### src/rtl/mts_map.svh
`ifndef MTS_MAP_SVH
`define MTS_MAP_SVH
// Contract
// - Device address word is 1010000 plus direction; A0h writes, A1h reads.
// - Bus traffic is matched and answered only while module select is low.
// - Current-address read acks A1h, sends byte at pointer; host NACKs, STOPs.
// - Random read: A0h, byte address, repeated START, then current-address read.
// - Host ACK after a read byte fetches next byte; NACK then STOP ends.
// - Byte write acks address word, memory address, data; commits after STOP.
// - Repeated START instead of STOP aborts the write, discarding its data.
// - After write STOP a timed write cycle runs; bus ignored until done.
// - Sequential write takes up to four data bytes, each acknowledged.
// - Sequential write not ended by STOP is aborted and its data discarded.
// - Lower space of 128 bytes always addressable; upper pages selected apart.
// - A lower-space byte chooses the upper page for later accesses.
// - Lower page and upper page 00 exist; pages 02, 03 exist; 01 absent.
// - Within 2000 ms of reset release: interrupt asserted, not-ready cleared.
// - Reset pin low longer than 2 us counts as a reset request.
// - Bus answers no later than 2000 ms after power on.
// - Within 2000 ms clear not-ready bit 0 of byte 2, assert interrupt.
// - Low-power pin asserted drops device to low power within 100 us.
// - Flagged condition latches flag and drives interrupt low in time.
// - Reading a latched flag clears it; interrupt releases within 500 us.
// - Mask bit set suppresses its interrupt; cleared restores it, 100 ms.
// - Rate select change reaches the bandwidth control within 100 us.
// - Software power-down enters low power; clearing restores full function.
// - Timed write cycle of up to four bytes completes within 40 ms.
// - Byte 93 bit 0 override, bit 1 power set; else pin decides.
// - Deselect at any point releases SCL and SDA within 2 ms.
`define MTS_DEV_ADDR    7'h50
`define MTS_CLK_MHZ     100
`define MTS_T_INIT_MS   2000
`define MTS_T_WR_MS     40
`define MTS_T_RST_US    2
`define MTS_INIT_CYC    (`MTS_T_INIT_MS * 1000 * `MTS_CLK_MHZ)
`define MTS_WR_CYC      (`MTS_T_WR_MS * 1000 * `MTS_CLK_MHZ)
`define MTS_RST_CYC     (`MTS_T_RST_US * `MTS_CLK_MHZ)
`define MTS_WR_MAX      3'h4
`define MTS_MEM_DEPTH   512
`define MTS_ADR_ID      7'h00
`define MTS_ADR_STATUS  7'h02
`define MTS_ADR_LOS     7'h03
`define MTS_ADR_TXF     7'h04
`define MTS_ADR_CTRL    7'h56
`define MTS_ADR_RATE    7'h57
`define MTS_ADR_POWER   7'h5D
`define MTS_ADR_MSK_LOS 7'h64
`define MTS_ADR_MSK_TXF 7'h65
`define MTS_ADR_PAGE    7'h7F
`define MTS_BIT_NRDY    0
`define MTS_BIT_INT     1
`define MTS_BIT_FLAT    2
`define MTS_BIT_OVR     0
`define MTS_BIT_PSET    1
`define MTS_PAGE_00     8'h00
`define MTS_PAGE_02     8'h02
`define MTS_PAGE_03     8'h03
`endif

### src/rtl/mts_pkg.sv
package mts_pkg;

    typedef enum logic [3:0]
    {
        ST_IDLE      = 4'h0,
        ST_ADDR      = 4'h1,
        ST_ADDR_ACK  = 4'h3,
        ST_WADR      = 4'h2,
        ST_WADR_ACK  = 4'h6,
        ST_WDATA     = 4'h7,
        ST_WDATA_ACK = 4'h5,
        ST_RLOAD     = 4'h4,
        ST_RDATA     = 4'hC,
        ST_RACK      = 4'hD,
        ST_BUSY      = 4'hF
    } mts_state_t;

    typedef struct packed
    {
        logic       scl;
        logic       sda;
        logic       sel_n;
        logic       rst_n;
        logic       lp;
        logic [3:0] los;
        logic [3:0] txf;
    } mts_pins_t;

    typedef struct packed
    {
        mts_state_t      state;
        logic [3:0]      cnt;
        logic [7:0]      sh;
        logic            rw;
        logic            ack;
        logic            sda_drv;
        logic [7:0]      ptr;
        logic [2:0]      nbytes;
        logic [3:0][7:0] wbuf;
        logic [2:0]      ci;
        logic [7:0]      wptr;
        logic [27:0]     timer;
        logic [7:0]      rst_cnt;
        logic            init_busy;
        logic            not_ready;
        logic            init_flag;
        logic [3:0]      los_flag;
        logic [3:0]      txf_flag;
        logic [3:0]      los_mask;
        logic [3:0]      txf_mask;
        logic [7:0]      page;
        logic [7:0]      rate;
        logic            pwr_ovr;
        logic            pwr_set;
        logic            int_n;
        logic            lp_out;
        logic            scl_q;
        logic            sda_q;
    } mts_regs_t;

endpackage

### src/rtl/mts_sync.sv
`timescale 1ns/1ps
module mts_sync
    import mts_pkg::*;
#(
    parameter int W = 1
)
(
    input  wire logic         clk_in,
    input  wire logic         rst_in,
    input  wire logic [W-1:0] d_in,
    output logic      [W-1:0] q_out
);
    logic [W-1:0] meta_reg;

    always_ff @(posedge clk_in or posedge rst_in)
    begin
        if (rst_in)
        begin
            meta_reg <= '0;
            q_out    <= '0;
        end
        else
        begin
            meta_reg <= d_in;
            q_out    <= meta_reg;
        end
    end
endmodule

### src/rtl/mts_mem.sv
`timescale 1ns/1ps
`include "mts_map.svh"
module mts_mem
    import mts_pkg::*;
(
    input  wire logic       clk_in,
    input  wire logic       rst_in,
    input  wire logic       we_in,
    input  wire logic [8:0] waddr_in,
    input  wire logic [7:0] wdata_in,
    input  wire logic [8:0] raddr_in,
    output logic      [7:0] rdata_out
);
    logic [7:0] mem_array [0:`MTS_MEM_DEPTH-1];

    always_ff @(posedge clk_in)
    begin
        if (we_in)
            mem_array[waddr_in] <= wdata_in;
    end

    always_ff @(posedge clk_in or posedge rst_in)
    begin
        if (rst_in)
            rdata_out <= 8'h00;
        else
            rdata_out <= mem_array[raddr_in];
    end
endmodule

### src/rtl/mts_slave.sv
`timescale 1ns/1ps
`include "mts_map.svh"
module mts_slave
    import mts_pkg::*;
#(
    parameter logic [27:0] INIT_CYC  = 28'(`MTS_INIT_CYC),
    parameter logic [27:0] WR_CYC    = 28'(`MTS_WR_CYC),
    parameter logic [7:0]  ID_BYTE   = 8'h5A
)
(
    input  wire logic       clk_in,
    input  wire logic       rst_in,
    input  wire logic       scl_in,
    input  wire logic       sda_in,
    input  wire logic       module_select_n_in,
    input  wire logic       module_reset_n_in,
    input  wire logic       low_power_pin_in,
    input  wire logic [3:0] rx_los_in,
    input  wire logic [3:0] tx_fault_in,
    output logic            sda_out,
    output logic            sda_oe_n_out,
    output logic            interrupt_n_out,
    output logic            low_power_out,
    output logic      [7:0] rate_select_out,
    output logic            ready_out
);
    // ID_BYTE value is arbitrary

    localparam logic [7:0] RST_CYC = 8'(`MTS_RST_CYC);

    mts_regs_t  r;
    mts_regs_t  n;
    mts_pins_t  pin_raw;
    mts_pins_t  pin;
    logic       rise;
    logic       fall;
    logic       start;
    logic       stop;
    logic       rst_req;
    logic       mem_we;
    logic [8:0] mem_wa;
    logic [7:0] mem_wd;
    logic [8:0] mem_ra;
    logic [7:0] mem_rd;
    logic [2:0] rd_bank;
    logic [2:0] wr_bank;
    logic [7:0] rd_byte;
    logic       clr_los;
    logic       clr_txf;
    logic       clr_init;
    logic       int_pend;

    ////////////////////////////////////////////////////////////////////////
    // Pin synchronisers and memory

    assign pin_raw = {scl_in, sda_in, module_select_n_in,
                      module_reset_n_in, low_power_pin_in,
                      rx_los_in, tx_fault_in};

    mts_sync #(
        .W        ($bits(mts_pins_t))
    ) u_sync (
        .clk_in   (clk_in),
        .rst_in   (rst_in),
        .d_in     (pin_raw),
        .q_out    (pin)
    );

    mts_mem u_mem (
        .clk_in    (clk_in),
        .rst_in    (rst_in),
        .we_in     (mem_we),
        .waddr_in  (mem_wa),
        .wdata_in  (mem_wd),
        .raddr_in  (mem_ra),
        .rdata_out (mem_rd)
    );

    ////////////////////////////////////////////////////////////////////////
    // Page decode

    // Returns {valid, bank}: lower, page 00, page 02, page 03
    function automatic logic [2:0] bank_of(input logic [7:0] a,
                                           input logic [7:0] pg);
        logic [2:0] b;
        b = 3'h0;
        if (!a[7])
            b = 3'h4;
        else if (pg == `MTS_PAGE_00)
            b = 3'h5;
        else if (pg == `MTS_PAGE_02)
            b = 3'h6;
        else if (pg == `MTS_PAGE_03)
            b = 3'h7;
        return b;
    endfunction

    function automatic logic can_write(input logic [7:0] a,
                                       input logic [7:0] pg);
        logic w;
        if (!a[7])
            w = (a[6:0] >= `MTS_ADR_CTRL);
        else
            w = (pg == `MTS_PAGE_02) || (pg == `MTS_PAGE_03);
        return w;
    endfunction

    assign rd_bank = bank_of(r.ptr, r.page);
    assign wr_bank = bank_of(r.wptr, r.page);
    assign mem_ra  = {rd_bank[1:0], r.ptr[6:0]};

    ////////////////////////////////////////////////////////////////////////
    // Read data overlay

    always_comb
    begin
        rd_byte = mem_rd;
        if (!rd_bank[2])
            rd_byte = 8'h00;
        else if (!r.ptr[7])
        begin
            unique case (r.ptr[6:0])
                `MTS_ADR_ID:
                    rd_byte = ID_BYTE;
                `MTS_ADR_STATUS:
                begin
                    rd_byte = 8'h00;
                    rd_byte[`MTS_BIT_NRDY] = r.not_ready;
                    rd_byte[`MTS_BIT_INT]  = r.int_n;
                    rd_byte[`MTS_BIT_FLAT] = 1'b1;
                end
                `MTS_ADR_LOS:
                    rd_byte = {4'h0, r.los_flag};
                `MTS_ADR_TXF:
                    rd_byte = {4'h0, r.txf_flag};
                `MTS_ADR_PAGE:
                    rd_byte = r.page;
                default:
                    rd_byte = mem_rd;
            endcase
        end
    end

    ////////////////////////////////////////////////////////////////////////
    // Bus conditions

    assign rise  = pin.scl & ~r.scl_q;
    assign fall  = ~pin.scl & r.scl_q;
    assign start = pin.scl & r.scl_q & r.sda_q & ~pin.sda;
    assign stop  = pin.scl & r.scl_q & ~r.sda_q & pin.sda;
    assign rst_req = pin.rst_n && (r.rst_cnt > RST_CYC);

    ////////////////////////////////////////////////////////////////////////
    // Next state

    always_comb
    begin
        n        = r;
        mem_we   = 1'b0;
        mem_wa   = {wr_bank[1:0], r.wptr[6:0]};
        mem_wd   = r.wbuf[r.ci[1:0]];
        clr_los  = 1'b0;
        clr_txf  = 1'b0;
        clr_init = 1'b0;
        n.scl_q  = pin.scl;
        n.sda_q  = pin.sda;

        if (!pin.rst_n)
        begin
            if (r.rst_cnt != 8'hFF)
                n.rst_cnt = r.rst_cnt + 8'h01;
        end
        else
            n.rst_cnt = 8'h00;

        if (r.init_busy)
        begin
            if (r.timer == 28'h0)
            begin
                n.init_busy = 1'b0;
                n.not_ready = 1'b0;
                n.init_flag = 1'b1;
            end
            else
                n.timer = r.timer - 28'h1;
        end

        if (r.state == ST_BUSY)
        begin
            if (r.ci != r.nbytes)
            begin
                mem_we = wr_bank[2] && can_write(r.wptr, r.page);
                if (!r.wptr[7])
                begin
                    unique case (r.wptr[6:0])
                        `MTS_ADR_RATE:
                            n.rate = mem_wd;
                        `MTS_ADR_POWER:
                        begin
                            n.pwr_ovr = mem_wd[`MTS_BIT_OVR];
                            n.pwr_set = mem_wd[`MTS_BIT_PSET];
                        end
                        `MTS_ADR_MSK_LOS:
                            n.los_mask = mem_wd[3:0];
                        `MTS_ADR_MSK_TXF:
                            n.txf_mask = mem_wd[3:0];
                        `MTS_ADR_PAGE:
                            n.page = mem_wd;
                        default:
                            n.rate = r.rate;
                    endcase
                end
                n.ci   = r.ci + 3'h1;
                n.wptr = r.wptr + 8'h01;
            end
            if (r.timer == 28'h0)
            begin
                n.state  = ST_IDLE;
                n.nbytes = 3'h0;
            end
            else
                n.timer = r.timer - 28'h1;
        end
        else if (pin.sel_n || r.init_busy)
        begin
            n.state   = ST_IDLE;
            n.sda_drv = 1'b0;
            n.nbytes  = 3'h0;
        end
        else if (start)
        begin
            n.state   = ST_ADDR;
            n.cnt     = 4'h0;
            n.nbytes  = 3'h0;
            n.sda_drv = 1'b0;
        end
        else if (stop)
        begin
            n.sda_drv = 1'b0;
            n.state   = ST_IDLE;
            if ((r.state == ST_WDATA || r.state == ST_WDATA_ACK)
                && r.nbytes != 3'h0)
            begin
                n.state = ST_BUSY;
                n.ci    = 3'h0;
                n.wptr  = r.ptr;
                n.ptr   = r.ptr + {5'h00, r.nbytes};
                n.timer = WR_CYC - 28'h1;
            end
            else
                n.nbytes = 3'h0;
        end
        else
        begin
            if (rise && r.state != ST_RDATA && r.state != ST_RACK)
            begin
                n.sh  = {r.sh[6:0], pin.sda};
                n.cnt = r.cnt + 4'h1;
            end
            unique case (r.state)
                ST_IDLE:
                    n.sda_drv = 1'b0;
                ST_ADDR:
                    if (fall && r.cnt == 4'h8)
                    begin
                        if (r.sh[7:1] == `MTS_DEV_ADDR)
                        begin
                            n.rw      = r.sh[0];
                            n.sda_drv = 1'b1;
                            n.state   = ST_ADDR_ACK;
                        end
                        else
                            n.state = ST_IDLE;
                    end
                ST_ADDR_ACK:
                    if (fall)
                    begin
                        n.sda_drv = 1'b0;
                        n.cnt     = 4'h0;
                        n.state   = r.rw ? ST_RLOAD : ST_WADR;
                    end
                ST_WADR:
                    if (fall && r.cnt == 4'h8)
                    begin
                        n.ptr     = r.sh;
                        n.sda_drv = 1'b1;
                        n.state   = ST_WADR_ACK;
                    end
                ST_WADR_ACK:
                    if (fall)
                    begin
                        n.sda_drv = 1'b0;
                        n.cnt     = 4'h0;
                        n.state   = ST_WDATA;
                    end
                ST_WDATA:
                    if (fall && r.cnt == 4'h8)
                    begin
                        if (r.nbytes < `MTS_WR_MAX)
                        begin
                            n.wbuf[r.nbytes[1:0]] = r.sh;
                            n.nbytes  = r.nbytes + 3'h1;
                            n.sda_drv = 1'b1;
                            n.state   = ST_WDATA_ACK;
                        end
                        else
                        begin
                            n.nbytes = 3'h0;
                            n.state  = ST_IDLE;
                        end
                    end
                ST_WDATA_ACK:
                    if (fall)
                    begin
                        n.sda_drv = 1'b0;
                        n.cnt     = 4'h0;
                        n.state   = ST_WDATA;
                    end
                ST_RLOAD:
                begin
                    n.sh      = rd_byte;
                    n.sda_drv = ~rd_byte[7];
                    n.cnt     = 4'h0;
                    n.ptr     = r.ptr + 8'h01;
                    n.state   = ST_RDATA;
                    if (rd_bank[2] && !r.ptr[7])
                    begin
                        clr_los  = r.ptr[6:0] == `MTS_ADR_LOS;
                        clr_txf  = r.ptr[6:0] == `MTS_ADR_TXF;
                        clr_init = r.ptr[6:0] == `MTS_ADR_STATUS;
                    end
                end
                ST_RDATA:
                begin
                    if (rise)
                        n.cnt = r.cnt + 4'h1;
                    if (fall)
                    begin
                        if (r.cnt == 4'h8)
                        begin
                            n.sda_drv = 1'b0;
                            n.state   = ST_RACK;
                        end
                        else
                        begin
                            n.sh      = {r.sh[6:0], 1'b0};
                            n.sda_drv = ~r.sh[6];
                        end
                    end
                end
                ST_RACK:
                begin
                    if (rise)
                        n.ack = ~pin.sda;
                    if (fall)
                        n.state = r.ack ? ST_RLOAD : ST_IDLE;
                end
                default:
                    n.state = ST_IDLE;
            endcase
        end

        // Flags latch; a new condition wins over a clear
        n.los_flag  = (clr_los ? 4'h0 : r.los_flag) | pin.los;
        n.txf_flag  = (clr_txf ? 4'h0 : r.txf_flag) | pin.txf;
        n.init_flag = clr_init ? 1'b0 : n.init_flag;
        int_pend    = n.init_flag
                      | (|(n.los_flag & ~n.los_mask))
                      | (|(n.txf_flag & ~n.txf_mask));
        n.int_n     = ~int_pend;
        n.lp_out    = n.pwr_ovr ? n.pwr_set : pin.lp;

        if (rst_req)
        begin
            n           = '0;
            n.state     = ST_IDLE;
            n.init_busy = 1'b1;
            n.not_ready = 1'b1;
            n.timer     = INIT_CYC - 28'h1;
            n.int_n     = 1'b1;
            n.lp_out    = pin.lp;
            n.scl_q     = pin.scl;
            n.sda_q     = pin.sda;
        end
    end

    ////////////////////////////////////////////////////////////////////////
    // State register

    always_ff @(posedge clk_in or posedge rst_in)
    begin
        if (rst_in)
        begin
            r           <= '0;
            r.state     <= ST_IDLE;
            r.init_busy <= 1'b1;
            r.not_ready <= 1'b1;
            r.timer     <= INIT_CYC - 28'h1;
            r.int_n     <= 1'b1;
        end
        else
            r <= n;
    end

    ////////////////////////////////////////////////////////////////////////
    // Outputs

    assign sda_out         = 1'b0;
    assign sda_oe_n_out    = ~r.sda_drv;
    assign interrupt_n_out = r.int_n;
    assign low_power_out   = r.lp_out;
    assign rate_select_out = r.rate;
    assign ready_out       = ~r.not_ready;
endmodule

### config.mk
export PLATFORM = sky130hd
export DESIGN_NAME = mts_slave
export DESIGN_NICKNAME = d
export VERILOG_FILES = /design/src/rtl/mts_pkg.sv /design/src/rtl/mts_sync.sv /design/src/rtl/mts_mem.sv /design/src/rtl/mts_slave.sv
export VERILOG_INCLUDE_DIRS = /design/src /design/src/rtl
export SDC_FILE = /design/constraint.sdc
export NUM_CORES = 2
export LEC_CHECK = 0
export BUFFER_PORTS_ARGS = -buffer_cell sky130_fd_sc_hd__buf_2
export CORE_ASPECT_RATIO = 1.25
export CORE_MARGIN = 4
export CORE_UTILIZATION = 40
export DETAILED_ROUTE_END_ITERATION = 12
export PLACE_DENSITY_LB_ADDON = 0.1
export SLEW_MARGIN = 15
export SYNTH_ARGS = -nofsm -noshare
export SYNTH_HDL_FRONTEND = slang
export SYNTH_SLANG_ARGS = --single-unit
### constraint.sdc
create_clock -name clk_in -period 10.65 [get_ports clk_in]
set_input_delay 2.13 -clock clk_in [delete_from_list [all_inputs] [get_ports clk_in]]
set_output_delay 2.13 -clock clk_in [all_outputs]
set_load 0.01 [all_outputs]
==> impl_results.md <==
* Crit path from: mem_ra[0]
* Post-DRT Antenna Nets at 0
* Largest registers: u_mem.mem_array: 4096 flops, r: 126 flops
* Status: completed
* Synth Instances at 8409
* Max FFs per register at 4096
* # rows at 265
* Clock buffer depth at 4
* Die ar. at 429300 um^2
* Tightest Pin Transition at 1.226 ns
* Die width at 586.9 um
* Vias at 84800
* GPL Wtd Cong at 0.8399
* Yosys Warn Count at 0
* Number of port buffers at 26
* Worst hold path type: flop to flop
* PostCTS Resize Cnt at 0
* Hold depth at 0
* Worst-path clk slew at 0.07 ns
* CTS tree: done
* Gr ovfl total at 0
* Avg WL per Cell at 27.31 um
* Worst slack at placement at 4.903 ns
* Slew margin rel. at 18.26%
* Htree depth at 5
* Post-synth top flop: edfxtp_1
* Total setup buffers inserted after CTS at 0
* Initial core utilization at 40.17%
* Clk_skew at 0.05779 ns
* Slowest-stage cell, CP: dfrtp_4
* Register bit total from synthesis at 4280
* Buf/Inv on CP at 3
* Most frequent cells in the layout: edfxtp_1 (4096), conb_1 (1697), mux4_2 (779), mux2i_1 (702), clkbuf_16 (434)
* Stages on worst setup path at 9
* Share of flip-flops with an asynchronous set or reset at 4.299%
* Crit end category: flop
* Max_cap viols at 0
* Power per Cell Area at 215.1 nW/um^2
* Max incr delay on CP at 1.01 ns
* Most common cell after layout, fill and taps aside: edfxtp_1
* Crit-path max FO at 83
* Vias in the first global route at 88600
* Number of synthesized flops with an enable pin at 4096
* Clock Sinks at 4280
* WL final at 437800 um
* FMAX at 0.1779 GHz
* Peak VDD IR at 0.1645 mV
* Minimum clock period at 5.621 ns
* Tcrit/Tclk final at 52.78%
* Unique cell type count in the Yosys netlist at 84
* R2R Path End: u_mem.rdata_out[0]
* Largest Register: u_mem.mem_array
* # hold bufs at CTS at 0
* Initial antenna violation count at 30
* Synth-to-Final Area Change at 15.68%
* GRT Overall Usage at 20.12%
* Residual DRC at 0
* Clk_lat worst skew at 1.01 ns
* Avg Inst Size Synth at 19.92 um^2
* Worst reg2reg startpoint: mem_ra[0]
* Type of the worst setup path: flop to flop
* Final hold vios at 0
* Fillers at 35930
* CP dominant cell by count: buf_4
* CP Capture Point: u_mem.rdata_out[0]
* Reg2reg setup slack at 5.03 ns
* Max Slew Vio Count at 0
* Worst setup margin at 5.029 ns
* Arrival @ worst endpoint at 6.47 ns
* Core Area at 417100 um^2
* Synthesized cell area at 167500 um^2
* Share of layout cells above drive strength 1 at 16.22%
* First-pass GRT wire length at 631900 um
* Worst endpoint required time at 11.50 ns
* CTS buffer count at 431
* Pleak at 72.47 nW
* Pin count of the biggest net entering global routing at 243
* Post-synthesis sequential area ratio at 76.18%
* Clock Tree Root: clkbuf_16
* Fin Setup TNS at 0 ns
* Die height at 731.6 um
* CP top delay family: buffers and inverters
* Cells on worst reg2reg path at 9
* Via density at 5.290
* CP startpoint kind: flop
* First-pass detailed-route iteration total at 8
* CP cell instances: buf_4 -> buf_12 -> mux4_2 -> a22oi_1 -> nand2_1 -> a2111oi_0 -> nor3_1 -> buf_4 -> or4_1
* Drt first-iter violations at 7585
* Endpoints failing setup at 0
* Nets@finish at 10240
* DP HPWL at 257300 um
* I/O Pins at 28
* RSZ-0062 raised after global routing: no
-- worst reg2reg max path: cells and delay by family, from the launching register on --
| kind | cells | cell delay, ns |
|---|---|---|
| flops | 1 | 1.01 |
| buf+inv | 3 | 1.62 |
| mux | 1 | 0.85 |
| compound gates | 2 | 1.25 |
| simple gates | 3 | 0.73 |
-- stage by stage --
stage | std cells | total power (W) | area [um^2] | hold WS, ns | util [%]
6_report | 16030 | 0.04169 | 193800 | 0.3525 | 46.46
2_1_floorplan | 10110 | 0.02421 | 173900 | 0.3312 | -
5_1_grt | 16030 | 0.04331 | 193800 | 0.3574 | 46.46
3_5_place_dp | 15240 | 0.02736 | 180100 | 0.3355 | 43.18
3_3_place_gp | 15240 | 0.02733 | 180000 | 0.3404 | 43.16
4_1_cts | 16020 | 0.04230 | 193800 | 0.3548 | 46.46
-- report_power, final --
| part | switching [W] | leakage, nW | internal (W) |
|---|---|---|---|
| clock | 0.00642 | 6.69 | 0.00847 |
| combinational | 0.00511 | 18.0 | 0.00284 |
| sequential | 0.000318 | 47.8 | 0.0185 |
-- synthesized netlist by cell type (all sizes together), types with 13 or more instances --
cell | count | area, um^2
buf | 271 | 1777
nor4 | 13 | 87.58
a21o | 13 | 97.59
xor2 | 14 | 122.6
o22ai | 60 | 375.4
dfstp | 23 | 604.3
mux2 | 34 | 382.9
a221oi | 122 | 1069
inv | 31 | 116.4
and2 | 23 | 143.9
nand4 | 17 | 106.4
dfrtp | 161 | 4029
mux4 | 787 | 17720
a22o | 33 | 289.0
nor2 | 415 | 1560
nor3 | 48 | 240.2
a31oi | 21 | 131.4
o21ai | 191 | 955.9
nand3 | 96 | 480.5
ha | 20 | 250.2
nand2 | 260 | 975.9
a22oi | 208 | 1562
a21oi | 160 | 800.8
a2111oi | 24 | 229.0
edfxtp | 4096 | 123000
clkbuf | 255 | 957.2
o221ai | 34 | 297.8
a211oi | 58 | 435.4
o211ai | 16 | 120.1
and3 | 22 | 137.6
mux2i | 702 | 7027
nor2b | 16 | 100.1
-- per-layer routing --
layer  vias to the layer above  part of all wire [%]  global-route usage, %
met5                         -                     0                      0
met4                         0                   3.4                  6.271
met3                       677                   5.0                  2.528
met2                      2338                    52                  35.90
met1                     45160                    40                  25.57
li1                      36630                     -                      -
-- logic make-up (layout without fill, tap and decap cells) --
kind of cell,after synthesis,count (layout),synth area share (%)
flip-flops,4280,4280,76.18
multiplexers,1523,1523,15.00
other,1,1704,0.002238
AND/OR/NAND/NOR,977,977,2.580
buffers and inverters,560,1006,1.708
adder cells (fa/ha/maj),22,22,0.1673
XOR/XNOR,24,24,0.1255
AO/OA/AOI/OAI,1022,1022,4.234
-- area by class of cell --
type	count	area, um^2	share of cell area (%)
Clock inverter	240	2281	1.177
Sequential cell	4280	127700	65.87
Tap cell	5473	6848	3.533
Clock buffer	542	11390	5.877
Timing Repair Buffer	190	1699	0.8767
Antenna cell	7	17.52	0.009038
Inverter	34	145.1	0.07489
Multi-Input combinational cell	5265	43770	22.59
-- worst min path at each step --
stage	start	endpoint	slack [ns]
2_1_floorplan	u_sync.meta_reg[0]	u_sync.q_out[0]	0.33
3_3_place_gp	u_sync.meta_reg[4]	u_sync.q_out[4]	0.34
3_5_place_dp	u_sync.meta_reg[3]	u_sync.q_out[3]	0.34
4_1_cts	u_sync.meta_reg[2]	u_sync.q_out[2]	0.35
5_1_grt	u_sync.meta_reg[8]	u_sync.q_out[8]	0.36
6_report	u_sync.meta_reg[3]	u_sync.q_out[3]	0.35
Power figures use the tool's default switching activity.
